[config.mk]
export PLATFORM = sky130hd
export DESIGN_NAME = i2cw_top
export DESIGN_NICKNAME = d
export VERILOG_FILES = /design/src/i2cw_pkg.sv /design/src/i2cw_sync.sv /design/src/i2cw_top.sv
export VERILOG_INCLUDE_DIRS = /design/src
export SDC_FILE = /design/constraint.sdc
export NUM_CORES = 1
export LEC_CHECK = 0
export BUFFER_PORTS_ARGS = -buffer_cell sky130_fd_sc_hd__clkbuf_2
export CORE_ASPECT_RATIO = 0.5
export CORE_UTILIZATION = 25
export DETAILED_ROUTE_END_ITERATION = 8
export PLACE_DENSITY = 0.41
export SKIP_CTS_REPAIR_TIMING = 1
export SLEW_MARGIN = 10
export SYNTH_ARGS = -nofsm -noshare
export SYNTH_HDL_FRONTEND = slang
export SYNTH_SLANG_ARGS = --single-unit
[constraint.sdc]
create_clock -name clock -period 2.75 [get_ports clock]
set_input_delay 0.825 -clock clock [delete_from_list [all_inputs] [get_ports clock]]
set_output_delay 0.825 -clock clock [all_outputs]
set_load 0.005 [all_outputs]
[src/i2cw_params.svh]
// Offsets, field positions, reset values and timing counts for the I2C start/stop control block.
// Assumes a 32-bit AXI4-Lite register window with one aligned word per register.
`ifndef I2CW_PARAMS_SVH
`define I2CW_PARAMS_SVH

// Register byte offsets.
`define I2CW_OFS_CONTROL 8'h00
`define I2CW_OFS_STATUS 8'h04
`define I2CW_OFS_FLAG 8'h08
`define I2CW_OFS_CLKSEL 8'h0c
`define I2CW_OFS_FUNCEXT 8'h10
`define I2CW_OFS_PRESCALE 8'h14
`define I2CW_OFS_OWNADDR 8'h18
`define I2CW_OFS_SHIFT 8'h1c

// Control register fields.
`define I2CW_CTL_ENABLE 7
`define I2CW_CTL_LREL 6
`define I2CW_CTL_SPIE 4
`define I2CW_CTL_STT 1
`define I2CW_CTL_SPT 0

// Status register fields.
`define I2CW_STS_MASTER 7
`define I2CW_STS_EXC 5
`define I2CW_STS_MATCH 4
`define I2CW_STS_RESV 3
`define I2CW_STS_STD 1
`define I2CW_STS_SPD 0

// Flag register fields.
`define I2CW_FLG_REJECT 7
`define I2CW_FLG_BUSY 6
`define I2CW_FLG_STCEN 1
`define I2CW_FLG_RSVDIS 0

// Prescaler register fields.
`define I2CW_PRE_ON 4

// Reset values.
`define I2CW_RST_BYTE 8'h00

// Decision delay in operating clocks, and line hold time of generated conditions.
`define I2CW_DECIDE_TICKS 4'h5
`define I2CW_HOLD_TICKS 4'h4

// AXI responses.
`define I2CW_RESP_OKAY 2'b00
`define I2CW_RESP_SLVERR 2'b10

`endif

[src/i2cw_pkg.sv]
// Types shared by the I2C start/stop control block.
// Assumes the constants header is included by the design files.
package i2cw_pkg;

  // Line driver sequencer states.
  typedef enum logic [2:0] {
    I2CW_IDLE,
    I2CW_START,
    I2CW_WAIT,
    I2CW_STOP_LOW,
    I2CW_STOP_REL
  } i2cw_drv_t;

  typedef logic [7:0] i2cw_byte_t;

endpackage

[src/i2cw_sync.sv]
// Three-stage input synchroniser with an agreement filter.
// Assumes an asynchronous pin input; output changes once stages two and three agree.
`timescale 1ns/1ps
`default_nettype none
module i2cw_sync (
  input wire logic clock,
  input wire logic resetn,
  input wire logic pin_in,
  output logic level_out
);
  logic s1_reg;
  logic s2_reg;
  logic s3_reg;

  // Chain resets high so an idle bus reads released.
  always_ff @(posedge clock or negedge resetn) begin
    if (!resetn) begin
      s1_reg <= 1'b1;
      s2_reg <= 1'b1;
      s3_reg <= 1'b1;
    end else begin
      s1_reg <= pin_in;
      s2_reg <= s1_reg;
      s3_reg <= s2_reg;
    end
  end

  // Only stages two and three are compared, so a metastable first stage is never seen.
  always_ff @(posedge clock or negedge resetn) begin
    if (!resetn) begin
      level_out <= 1'b1;
    end else if (s2_reg == s3_reg) begin
      level_out <= s3_reg;
    end
  end
endmodule
`default_nettype wire

[src/i2cw_top.sv]
// Start/stop control of an I2C bus interface: wakeup filter, reservation, bus state.
// Assumes an AXI4-Lite master on the register side and open-drain bus lines outside.
`timescale 1ns/1ps
`include "i2cw_params.svh"
`default_nettype none
module i2cw_top (
  input wire logic clock,
  input wire logic resetn,
  input wire logic [7:0] s_axi_awaddr,
  input wire logic s_axi_awvalid,
  output logic s_axi_awready,
  input wire logic [31:0] s_axi_wdata,
  input wire logic [3:0] s_axi_wstrb,
  input wire logic s_axi_wvalid,
  output logic s_axi_wready,
  output logic [1:0] s_axi_bresp,
  output logic s_axi_bvalid,
  input wire logic s_axi_bready,
  input wire logic [7:0] s_axi_araddr,
  input wire logic s_axi_arvalid,
  output logic s_axi_arready,
  output logic [31:0] s_axi_rdata,
  output logic [1:0] s_axi_rresp,
  output logic s_axi_rvalid,
  input wire logic s_axi_rready,
  input wire logic arb_lost,
  input wire logic scl_line_i,
  output logic scl_line_o,
  output logic scl_line_oe,
  input wire logic sda_line_i,
  output logic sda_line_o,
  output logic sda_line_oe,
  output logic bus_irq,
  output logic xfer_go,
  output i2cw_pkg::i2cw_byte_t xfer_data
);
  import i2cw_pkg::*;

  i2cw_byte_t control_reg, flag_cfg_reg, clock_select_reg, function_ext_reg;
  i2cw_byte_t prescaler_select_reg, own_address_reg, addr_shift_reg;
  logic aw_got_reg, w_got_reg;
  logic [7:0] aw_addr_reg;
  logic [7:0] w_data_reg;
  logic w_lane_reg;
  logic wr_fire;
  logic scl_s, sda_s, scl_d_reg, sda_d_reg;
  logic start_det, stop_det, scl_rise, scl_fall;
  logic master_status_reg, slave_active_reg, ext_code_flag_reg, standby_reg;
  logic start_detected_reg, stop_detected_reg, bus_busy_reg, reserve_reg;
  logic start_rejected_reg, enable_d_reg, stt_d_reg, spt_d_reg;
  logic stt_rise, spt_rise, enable_rise, shift_write, decide_now, fire_start;
  logic [3:0] bit_cnt_reg;
  logic [3:0] decide_cnt_reg;
  logic deciding_reg;
  logic [2:0] pre_cnt_reg;
  logic [2:0] pre_div;
  logic op_tick;
  logic [3:0] hold_cnt_reg;
  i2cw_drv_t drv_reg;

  // Both bus lines pass the same three-stage filter.
  i2cw_sync u_scl_sync (
    .clock(clock),
    .resetn(resetn),
    .pin_in(scl_line_i),
    .level_out(scl_s)
  );
  i2cw_sync u_sda_sync (
    .clock(clock),
    .resetn(resetn),
    .pin_in(sda_line_i),
    .level_out(sda_s)
  );

  // AXI write channel: address and data are taken in either order, answered together.
  assign s_axi_awready = !aw_got_reg && !s_axi_bvalid;
  assign s_axi_wready = !w_got_reg && !s_axi_bvalid;
  assign wr_fire = aw_got_reg && w_got_reg && !s_axi_bvalid;

  always_ff @(posedge clock or negedge resetn) begin
    if (!resetn) begin
      aw_got_reg <= 1'b0;
      w_got_reg <= 1'b0;
      aw_addr_reg <= 8'h00;
      w_data_reg <= 8'h00;
      w_lane_reg <= 1'b0;
      s_axi_bvalid <= 1'b0;
      s_axi_bresp <= `I2CW_RESP_OKAY;
    end else begin
      if (s_axi_awvalid && s_axi_awready) begin
        aw_got_reg <= 1'b1;
        aw_addr_reg <= s_axi_awaddr;
      end
      if (s_axi_wvalid && s_axi_wready) begin
        w_got_reg <= 1'b1;
        w_data_reg <= s_axi_wdata[7:0];
        w_lane_reg <= s_axi_wstrb[0];
      end
      if (wr_fire) begin
        aw_got_reg <= 1'b0;
        w_got_reg <= 1'b0;
        s_axi_bvalid <= 1'b1;
        s_axi_bresp <= (aw_addr_reg[7:5] == 3'h0 && aw_addr_reg[1:0] == 2'h0) ?
                       `I2CW_RESP_OKAY : `I2CW_RESP_SLVERR;
      end else if (s_axi_bready) begin
        s_axi_bvalid <= 1'b0;
      end
    end
  end

  // A register write lands only when byte lane zero is enabled.
  function automatic logic wr_hit(input logic [7:0] ofs);
    wr_hit = wr_fire && w_lane_reg && (aw_addr_reg == ofs);
  endfunction

  // Software registers. Clock settings are expected to stay fixed while enabled.
  always_ff @(posedge clock or negedge resetn) begin
    if (!resetn) begin
      control_reg <= `I2CW_RST_BYTE;
      flag_cfg_reg <= `I2CW_RST_BYTE;
      clock_select_reg <= `I2CW_RST_BYTE;
      function_ext_reg <= `I2CW_RST_BYTE;
      prescaler_select_reg <= `I2CW_RST_BYTE;
      own_address_reg <= `I2CW_RST_BYTE;
    end else begin
      if (wr_hit(`I2CW_OFS_CONTROL)) begin
        control_reg <= w_data_reg;
      end else begin
        control_reg[`I2CW_CTL_LREL] <= 1'b0; // Release is a one-shot command.
      end
      if (wr_hit(`I2CW_OFS_FLAG)) begin
        flag_cfg_reg <= w_data_reg & 8'h03;
      end
      if (wr_hit(`I2CW_OFS_CLKSEL)) begin
        clock_select_reg <= w_data_reg;
      end
      if (wr_hit(`I2CW_OFS_FUNCEXT)) begin
        function_ext_reg <= w_data_reg & 8'h01;
      end
      if (wr_hit(`I2CW_OFS_PRESCALE)) begin
        prescaler_select_reg <= w_data_reg & 8'h13;
      end
      if (wr_hit(`I2CW_OFS_OWNADDR)) begin
        own_address_reg <= w_data_reg;
      end
    end
  end

  // Data written to the shift register is handed to the byte engine.
  // Written out in full: a function call here would only re-evaluate on its constant argument.
  assign shift_write = wr_fire && w_lane_reg && (aw_addr_reg == `I2CW_OFS_SHIFT);

  always_ff @(posedge clock or negedge resetn) begin
    if (!resetn) begin
      xfer_data <= 8'h00;
    end else if (shift_write) begin
      xfer_data <= w_data_reg;
    end
  end

  // AXI read channel, one cycle after the address is taken.
  assign s_axi_arready = !s_axi_rvalid;

  always_ff @(posedge clock or negedge resetn) begin
    if (!resetn) begin
      s_axi_rvalid <= 1'b0;
      s_axi_rdata <= 32'h0000_0000;
      s_axi_rresp <= `I2CW_RESP_OKAY;
    end else if (s_axi_arvalid && s_axi_arready) begin
      s_axi_rvalid <= 1'b1;
      s_axi_rresp <= `I2CW_RESP_OKAY;
      unique case (s_axi_araddr)
        `I2CW_OFS_CONTROL: s_axi_rdata <= {24'h0, control_reg};
        `I2CW_OFS_STATUS: s_axi_rdata <= {24'h0, master_status_reg, 1'b0, ext_code_flag_reg,
                                          slave_active_reg, reserve_reg, 1'b0,
                                          start_detected_reg, stop_detected_reg};
        `I2CW_OFS_FLAG: s_axi_rdata <= {24'h0, start_rejected_reg, bus_busy_reg, 4'h0,
                                        flag_cfg_reg[1:0]};
        `I2CW_OFS_CLKSEL: s_axi_rdata <= {24'h0, clock_select_reg};
        `I2CW_OFS_FUNCEXT: s_axi_rdata <= {24'h0, function_ext_reg};
        `I2CW_OFS_PRESCALE: s_axi_rdata <= {24'h0, prescaler_select_reg};
        `I2CW_OFS_OWNADDR: s_axi_rdata <= {24'h0, own_address_reg};
        `I2CW_OFS_SHIFT: s_axi_rdata <= {24'h0, addr_shift_reg};
        default: begin
          s_axi_rdata <= 32'h0000_0000;
          s_axi_rresp <= `I2CW_RESP_SLVERR;
        end
      endcase
    end else if (s_axi_rready) begin
      s_axi_rvalid <= 1'b0;
    end
  end

  // Operating clock enable: undivided, or divided by two to five when the prescaler is on.
  assign pre_div = prescaler_select_reg[`I2CW_PRE_ON] ?
                   (3'h1 + {1'b0, prescaler_select_reg[1:0]}) : 3'h0;
  assign op_tick = (pre_cnt_reg == 3'h0);

  always_ff @(posedge clock or negedge resetn) begin
    if (!resetn) begin
      pre_cnt_reg <= 3'h0;
    end else if (op_tick) begin
      pre_cnt_reg <= pre_div;
    end else begin
      pre_cnt_reg <= pre_cnt_reg - 3'h1;
    end
  end

  // Bus condition detection from the filtered lines.
  always_ff @(posedge clock or negedge resetn) begin
    if (!resetn) begin
      scl_d_reg <= 1'b1;
      sda_d_reg <= 1'b1;
    end else begin
      scl_d_reg <= scl_s;
      sda_d_reg <= sda_s;
    end
  end

  assign start_det = control_reg[`I2CW_CTL_ENABLE] && scl_s && scl_d_reg && sda_d_reg && !sda_s;
  assign stop_det = control_reg[`I2CW_CTL_ENABLE] && scl_s && scl_d_reg && !sda_d_reg && sda_s;
  assign scl_rise = scl_s && !scl_d_reg;
  assign scl_fall = !scl_s && scl_d_reg;

  // Request bits act on their rising edge, so a second set needs a clear first.
  always_ff @(posedge clock or negedge resetn) begin
    if (!resetn) begin
      enable_d_reg <= 1'b0;
      stt_d_reg <= 1'b0;
      spt_d_reg <= 1'b0;
    end else begin
      enable_d_reg <= control_reg[`I2CW_CTL_ENABLE];
      stt_d_reg <= control_reg[`I2CW_CTL_STT];
      spt_d_reg <= control_reg[`I2CW_CTL_SPT];
    end
  end

  assign enable_rise = control_reg[`I2CW_CTL_ENABLE] && !enable_d_reg;
  assign stt_rise = control_reg[`I2CW_CTL_STT] && !stt_d_reg;
  assign spt_rise = control_reg[`I2CW_CTL_SPT] && !spt_d_reg;

  // Address receiver: eight bits sampled on clock rising edges after a start.
  always_ff @(posedge clock or negedge resetn) begin
    if (!resetn) begin
      bit_cnt_reg <= 4'h0;
      addr_shift_reg <= 8'h00;
    end else if (start_det) begin
      bit_cnt_reg <= 4'h0;
    end else if (standby_reg && scl_rise && bit_cnt_reg != 4'h8) begin
      addr_shift_reg <= {addr_shift_reg[6:0], sda_s};
      bit_cnt_reg <= bit_cnt_reg + 4'h1;
    end
  end

  // Start request decision counted in operating clocks; a rejection shows by its end.
  assign decide_now = deciding_reg && op_tick && decide_cnt_reg == 4'h1;

  always_ff @(posedge clock or negedge resetn) begin
    if (!resetn) begin
      deciding_reg <= 1'b0;
      decide_cnt_reg <= 4'h0;
    end else if (stt_rise) begin
      deciding_reg <= 1'b1;
      decide_cnt_reg <= `I2CW_DECIDE_TICKS;
    end else if (deciding_reg && op_tick) begin
      decide_cnt_reg <= decide_cnt_reg - 4'h1;
      deciding_reg <= (decide_cnt_reg != 4'h1);
    end
  end

  // A start goes out on a decision with a free bus or while master, or when a stop ends a reservation.
  assign fire_start = (decide_now && (!bus_busy_reg || master_status_reg))
                      || (stop_det && reserve_reg);

  // Bus state and role tracking.
  always_ff @(posedge clock or negedge resetn) begin
    if (!resetn) begin
      bus_busy_reg <= 1'b0;
      master_status_reg <= 1'b0;
      slave_active_reg <= 1'b0;
      ext_code_flag_reg <= 1'b0;
      standby_reg <= 1'b0;
      start_detected_reg <= 1'b0;
      stop_detected_reg <= 1'b0;
      reserve_reg <= 1'b0;
    end else if (!control_reg[`I2CW_CTL_ENABLE]) begin
      bus_busy_reg <= 1'b0;
      master_status_reg <= 1'b0;
      slave_active_reg <= 1'b0;
      ext_code_flag_reg <= 1'b0;
      standby_reg <= 1'b0;
      start_detected_reg <= 1'b0;
      stop_detected_reg <= 1'b0;
      reserve_reg <= 1'b0;
    end else if (enable_rise) begin
      bus_busy_reg <= !flag_cfg_reg[`I2CW_FLG_STCEN];
    end else begin
      if (start_det) begin
        bus_busy_reg <= 1'b1;
        start_detected_reg <= 1'b1;
        stop_detected_reg <= 1'b0;
        ext_code_flag_reg <= 1'b0;
        slave_active_reg <= 1'b0;
        standby_reg <= 1'b1;
      end
      if (standby_reg && scl_fall && bit_cnt_reg == 4'h8) begin
        standby_reg <= 1'b0;
        if (addr_shift_reg[7:4] == 4'h0 || addr_shift_reg[7:4] == 4'hf) begin
          ext_code_flag_reg <= 1'b1;
        end
        if (addr_shift_reg[7:1] == own_address_reg[7:1]) begin
          slave_active_reg <= 1'b1;
        end
      end
      if (control_reg[`I2CW_CTL_LREL] || arb_lost) begin
        slave_active_reg <= 1'b0;
        ext_code_flag_reg <= 1'b0;
        standby_reg <= 1'b0;
      end
      if (arb_lost) begin
        master_status_reg <= 1'b0;
      end
      if (decide_now && bus_busy_reg && !master_status_reg && !slave_active_reg &&
          !flag_cfg_reg[`I2CW_FLG_RSVDIS] && start_detected_reg) begin
        reserve_reg <= 1'b1;
      end
      if (stop_det) begin
        bus_busy_reg <= 1'b0;
        start_detected_reg <= 1'b0;
        stop_detected_reg <= 1'b1;
        slave_active_reg <= 1'b0;
        master_status_reg <= 1'b0;
        standby_reg <= 1'b0;
        reserve_reg <= 1'b0;
      end
      if (fire_start) begin
        master_status_reg <= 1'b1;
        bus_busy_reg <= 1'b1;
      end
    end
  end

  // Rejection flag: set wins over the software clear of the same cycle.
  always_ff @(posedge clock or negedge resetn) begin
    if (!resetn) begin
      start_rejected_reg <= 1'b0;
    end else if (decide_now && bus_busy_reg && !master_status_reg && !slave_active_reg &&
                 flag_cfg_reg[`I2CW_FLG_RSVDIS]) begin
      start_rejected_reg <= 1'b1;
    end else if (wr_hit(`I2CW_OFS_FLAG) && !w_data_reg[`I2CW_FLG_REJECT]) begin
      start_rejected_reg <= 1'b0;
    end
  end

  // Interrupt: stop by its enable alone, address only on a match, an extension code or while master.
  always_ff @(posedge clock or negedge resetn) begin
    if (!resetn) begin
      bus_irq <= 1'b0;
    end else begin
      bus_irq <= (stop_det && control_reg[`I2CW_CTL_SPIE])
                 || (standby_reg && scl_fall && bit_cnt_reg == 4'h8 && !arb_lost &&
                     (addr_shift_reg[7:4] == 4'h0 || addr_shift_reg[7:4] == 4'hf ||
                      addr_shift_reg[7:1] == own_address_reg[7:1] ||
                      master_status_reg));
    end
  end

  // Line sequencer: generated start ends in a wait with the clock held low.
  always_ff @(posedge clock or negedge resetn) begin
    if (!resetn) begin
      drv_reg <= I2CW_IDLE;
      hold_cnt_reg <= 4'h0;
      xfer_go <= 1'b0;
    end else begin
      xfer_go <= 1'b0;
      if (hold_cnt_reg != 4'h0 && op_tick) begin
        hold_cnt_reg <= hold_cnt_reg - 4'h1;
      end
      if (!control_reg[`I2CW_CTL_ENABLE]) begin
        drv_reg <= I2CW_IDLE;
        hold_cnt_reg <= 4'h0;
      end else begin
        unique case (drv_reg)
          I2CW_IDLE: begin
            if (fire_start) begin
              drv_reg <= I2CW_START;
              hold_cnt_reg <= `I2CW_HOLD_TICKS;
            end else if (spt_rise) begin
              drv_reg <= I2CW_STOP_LOW;
              hold_cnt_reg <= `I2CW_HOLD_TICKS;
            end
          end
          I2CW_START: begin
            if (hold_cnt_reg == 4'h0) begin
              drv_reg <= I2CW_WAIT;
            end
          end
          I2CW_WAIT: begin
            if (shift_write) begin
              drv_reg <= I2CW_IDLE;
              xfer_go <= 1'b1;
            end else if (spt_rise) begin
              drv_reg <= I2CW_STOP_LOW;
              hold_cnt_reg <= `I2CW_HOLD_TICKS;
            end
          end
          I2CW_STOP_LOW: begin
            if (hold_cnt_reg == 4'h0) begin
              drv_reg <= I2CW_STOP_REL;
              hold_cnt_reg <= `I2CW_HOLD_TICKS;
            end
          end
          I2CW_STOP_REL: begin
            if (hold_cnt_reg == 4'h0) begin
              drv_reg <= I2CW_IDLE;
            end
          end
        endcase
      end
    end
  end

  // Open-drain outputs only ever pull low; the enable marks the pull.
  assign scl_line_o = 1'b0;
  assign sda_line_o = 1'b0;
  assign scl_line_oe = (drv_reg == I2CW_WAIT);
  assign sda_line_oe = (drv_reg == I2CW_START) || (drv_reg == I2CW_WAIT) ||
                       (drv_reg == I2CW_STOP_LOW);
endmodule
`default_nettype wire

-- Word-level counts from Yosys, hierarchy flattened
Index checks and enable logic that the tools add are counted.
- register bits after elaboration: 146
- bits in latches: 0
- memory bits (writable): 0
- memory bits (read-only): 0
- input bits: 62
- output and inout bits: 55
- memories kept: 0
- add/sub/neg operators: 5
- $mul: 0
- divide/modulo/power cells: 0
- magnitude comparators: 0
- equality and inequality tests: 34
- shift-type cells: 0
- multiplexer cells: 78
- bitwise operators: 1
- reduce and logical (&&, ||, !) cells: 96
- operators by type and width (cell ; count):
    8-bit by 5-bit equality test with 1-bit output (second input constant) ; 8
    8-bit one-hot mux with 8 select lines ; 1
    1-bit two-way mux ; 54
    1-bit logical AND ; 46
    4-bit two-way mux ; 10
    8-bit by 4-bit equality test with 1-bit output (second input constant) ; 4
    3-bit two-way mux ; 9
    1-bit logical NOT ; 18
    8-bit logical NOT ; 2
    3-bit one-hot mux with 5 select lines ; 1
    2-bit nonzero test ; 7
    4-bit one-hot mux with 3 select lines ; 1
    5-bit by 1-bit inequality test with 1-bit output (second input constant) ; 2
    2-bit AND reduction ; 5
    3-bit logical NOT ; 3
    1-bit logical OR ; 9
    3-bit inequality test (second input constant) ; 3
    4-bit equality test (second input constant) ; 2
    8-bit by 3-bit equality test with 1-bit output (second input constant) ; 1
    4-bit logical NOT ; 2
    8-bit OR reduction ; 1
    4-bit by 1-bit subtractor with 4-bit output (second input constant) ; 2
    7-bit equality test ; 1
    3-bit by 2-bit equality test with 1-bit output (second input constant) ; 2
    other kinds (17) ; 20

-- Logic depth before layout (Yosys ltp)
- depth after elaboration: 12
- depth in mapped cells: 7
- gate-level depth less buffers: 7

-- Modules after synthesis
Synthesis repeated with hierarchy kept, for this count alone.
- cell total of the unflattened synthesis: 500
- area, all modules: 5819.3 um2
- modules (own cells, without submodules) (module ; instances ; cells each ; area an instance (um2) ; seq. area each (um2)):
    i2cw_top ; 1 ; 490 ; 5586.6 ; 2805.2
    i2cw_sync ; 2 ; 5 ; 116.4 ; 105.1

-- Least setup slack after synthesis
No wires, ideal clock.
- kind: input to register
- start: in s_axi_araddr[4]
- end: reg s_axi_rdata[0]
- library setup time: 0.121 ns
- arrival: 1.963 ns
- data required time: 2.629 ns
- path slack: 0.666 ns
- cell stages on the path: 5
- path buffers: 2
- path through: clkbuf_1 > clkbuf_1 > mux2i_1 > o221ai_1 > a22o_1
- cells in the longest elaborated chain, start to end: 2
- ends and longest elaborated chain (element ; line ; source):
    start, declared ; i2cw_top.sv:19 ; input wire logic [7:0] s_axi_araddr,
    8-bit by 5-bit equality test with 1-bit output, or another cell as far along ; i2cw_top.sv:172 ; unique case (s_axi_araddr)
    8-bit one-hot mux with 8 select lines * ; i2cw_top.sv:172 ;
    end signal, assigned ; i2cw_top.sv:173 ; `I2CW_OFS_CONTROL: s_axi_rdata <= {24'h0, control_reg};
    end signal, assigned ; i2cw_top.sv:174 ; `I2CW_OFS_STATUS: s_axi_rdata <= {24'h0, master_status_reg, 1'b0, ext_code_flag_reg,
    end signal, assigned ; i2cw_top.sv:177 ; `I2CW_OFS_FLAG: s_axi_rdata <= {24'h0, start_rejected_reg, bus_busy_reg, 4'h0,
    end, declared ; i2cw_top.sv:22 ; output logic [31:0] s_axi_rdata,
Every way passes the cells marked *; elsewhere a longest branch is shown, timed or not.
A chain may end at the register's enable or synchronous reset.

-- Worst setup path in the final report
- start: reg drv_reg[1]
- end: out scl_line_oe
- cells in the longest elaborated chain, start to end: 1
- ends and longest elaborated chain (element ; line ; source):
    start, declared ; i2cw_top.sv:59 ; i2cw_drv_t drv_reg;
    start signal, assigned ; i2cw_top.sv:371 ; drv_reg <= I2CW_IDLE;
    start signal, assigned ; i2cw_top.sv:380 ; drv_reg <= I2CW_IDLE;
    start signal, assigned ; i2cw_top.sv:386 ; drv_reg <= I2CW_START;
    3-bit by 2-bit equality test with 1-bit output ; i2cw_top.sv:426 ; assign scl_line_oe = (drv_reg == I2CW_WAIT);
    end, declared ; i2cw_top.sv:29 ; output logic scl_line_oe,
Every way passes these cells.

==> metrics.cfg <==
[outcome]
status=finished clean

[setup_path]
critPathCaptureType=primary output
slowest_delay_ps=560
worst_ep_arrival_time_ps=1510
worst-path-buf-inv=1
rrSetupSlack_ps=470
rr_startpoint=aw_addr_reg[0]
path_delay_family=flip-flops
worstSetupStartpointType=flop
path_class=reg -> out
r2r_end=xfer_data[5]
cp_slowest_cell=dfrtp_1
cp_data_required_time_ps=1930
cp_max_fo=11
r2r_cells=5
critical_path.cell_chain=nand2b_1 > nor2_1 > clkbuf_2

[grt]
grt_max_degree=59
antenna_found_initial=0
grt_usage=0.128
overflow=0
grt_pass1_wl_mm=22.9
grt_pass1_vias=3917

[pwr]
vdd_ir_drop_max_v=0.000416
p_leak_uw=0.00331
cellPowerDensity_nw_per_um2=792

[placement]
place_congestion=0.772
numPortBuffers=61
hpwl_mm=10.3
place_inst=877

[route]
drtPass1Iterations=6
antenna_left=0
drt_iter0_markers=197
via_count=4058
drc_errors=0
routed_wl_mm=14.4
viasPerCell=4.46
drt-wirelength-per-cell_um=15.8

[clocking]
htree_levels=4
cts_tree=yes
cts_sinks=120
clk_pin_slew_ps=60
worstSkewPairLatency_ps=420
cts-root-buf=clkbuf_16
cts_made_buffers=17
clockBufferDepth=2

[final_layout]
drive_gt1_frac=0.317
antenna_cells=0
fin_nets=659
n_fill_cell=2349
fin_cells=909
areaGrowthSynthToFinish_pct=21.5

[synth]
ys_top_cells_by_area=dfrtp_1, mux2_2, dfstp_2
synth_seq_cells=120
synth_top_cell_by_area=dfrtp_1
synth_warnings=0
netlist.area_leader.share=0.471
synthCells=515
ys.flop_type=dfrtp_1
synth.distinct_cells=63
synth-seq-area-share=0.516
synthArstFlopShare=1.00
synth_area_per_cell_um2=11.4
netlist_area_um2=5850
synth_edf_count=0

[floorplan]
fp.dieW_um=218
die_h_um=110
floorplan.initialDensity=0.256
io-pin-count=117
design.core.area_um2=22900
die_area_um2=24000
rows=39

[timing]
tightest_slew_ps=582
fmax_ghz=0.428
rsz0062_at_grt=false
fin_crit_ps=2340
final.setup.tns_ps=0
drv_slew=0
slew_headroom=0.612
hold_viol=0
post-route-period-util=0.849
setup_viol=0
skew_ps=15.6

[hold_path]
hp-class=in -> async

[job]
max_cap_viol_count=0

## cell usage in the layout, fill, tap and decap left out, types with 3 or more instances in the layout
cell / instances
xnor2_1: 10
conb_1: 28
mux2i_1: 8
bufinv_16: 3
dfrtp_1: 110
nand2b_1: 9
nor2_1: 35
a22oi_1: 5
clkbuf_16: 17
clkbuf_2: 60
buf_4: 13
dfstp_2: 10
o221ai_1: 4
inv_1: 17
nand3b_1: 5
nand3_1: 9
nor4_1: 6
nand2_1: 39
a22o_1: 6
o22ai_1: 5
xor2_1: 8
mux2_2: 64
nor3b_1: 4
ha_1: 8
a31oi_1: 5
a21oi_1: 12
and3_1: 5
o31ai_1: 4
clkinv_4: 4
nor3_1: 6
nor2b_1: 10
a211oi_1: 4
o21ai_0: 20
## cell families (layout without fill, tap and decap cells)
group                      after synthesis  count (layout)  share of synthesized area
AOI/OAI and AO/OA                       83              83                     0.0969
xor gates and xnor gates                18              18                     0.0270
adders and majority gates               10              10                     0.0205
buffers and inverters                   64             124                     0.0595
DFF                                    120             120                      0.516
muxes                                   73              73                      0.141
other                                    1              28                   0.000641
and+or+nand+nor                        146             146                      0.139
## synthesized netlist by cell type, types with 5 or more instances
cell type  count
a21oi_1       12
a22o_1         6
a22oi_1        5
a31oi_1        5
and3_1         5
buf_4         28
clkbuf_1      15
dfrtp_1      110
dfstp_2       10
ha_1           8
inv_1         17
mux2_2        64
mux2i_1        8
nand2_1       39
nand2b_1       9
nand3_1        9
nand3b_1       5
nor2_1        35
nor2b_1       10
nor3_1         6
nor4_1         6
o21ai_0       20
o22ai_1        5
xnor2_1       10
xor2_1         8
## area by class of cell
cell class	instances	area, µm²	area share
Multi-Input combinational cell	358	2590	0.364
Clock buffer	19	453	0.0637
Sequential cell	120	3020	0.424
Inverter	17	63.8	0.00898
Tap cell	307	384	0.0540
Clock inverter	13	168	0.0236
Timing Repair Buffer	75	438	0.0616
## per-layer routing
metal	wire, µm	GRT usage	vias to the layer above
met5	0	0	-
met4	105	0.0470	0
met3	400	0.0269	10
met2	5850	0.173	81
met1	8030	0.194	2029
li1	-	-	1938
## worst register-to-register path: cells and delay by family, from the launching register on
family	cells	cell delay, ps
buffers and inverters	1	280
and+or+nand+nor	3	1150
muxes	1	360
DFF	1	380
## how the worst max path moves through the flow
stage	start	endpoint	slack, ps	cells past startpoint
4_1_cts	drv_reg[1]	scl_line_oe	410	3
3_3_place_gp	s_axi_araddr[3]	s_axi_rdata[3]	440	6
5_1_grt	drv_reg[0]	sda_line_oe	300	3
2_1_floorplan	s_axi_araddr[4]	s_axi_rdata[0]	670	5
3_5_place_dp	s_axi_araddr[3]	s_axi_rdata[3]	420	6
6_report	drv_reg[1]	scl_line_oe	410	3
## through the flow
stage / util / area [µm²] / hold WS, ps / setup slack (ps) / power (µW)
3_5_place_dp: 0.283 / 6490 / 351 / 424 / 3330
4_1_cts: 0.311 / 7110 / 334 / 407 / 5710
3_3_place_gp: 0.283 / 6490 / 350 / 441 / 3310
6_report: 0.311 / 7110 / 336 / 414 / 5630
5_1_grt: 0.311 / 7110 / 351 / 297 / 5930
2_1_floorplan: - / 5950 / 345 / 666 / 2990
## report_power, final
part	switching [µW]	internal [µW]	leakage (µW)
clock	864	1480	0.000300
sequential	351	2070	0.00158
combinational	410	454	0.00144
total	1630	4010	0.00331
Note: power is estimated with default switching activity, not from simulation.
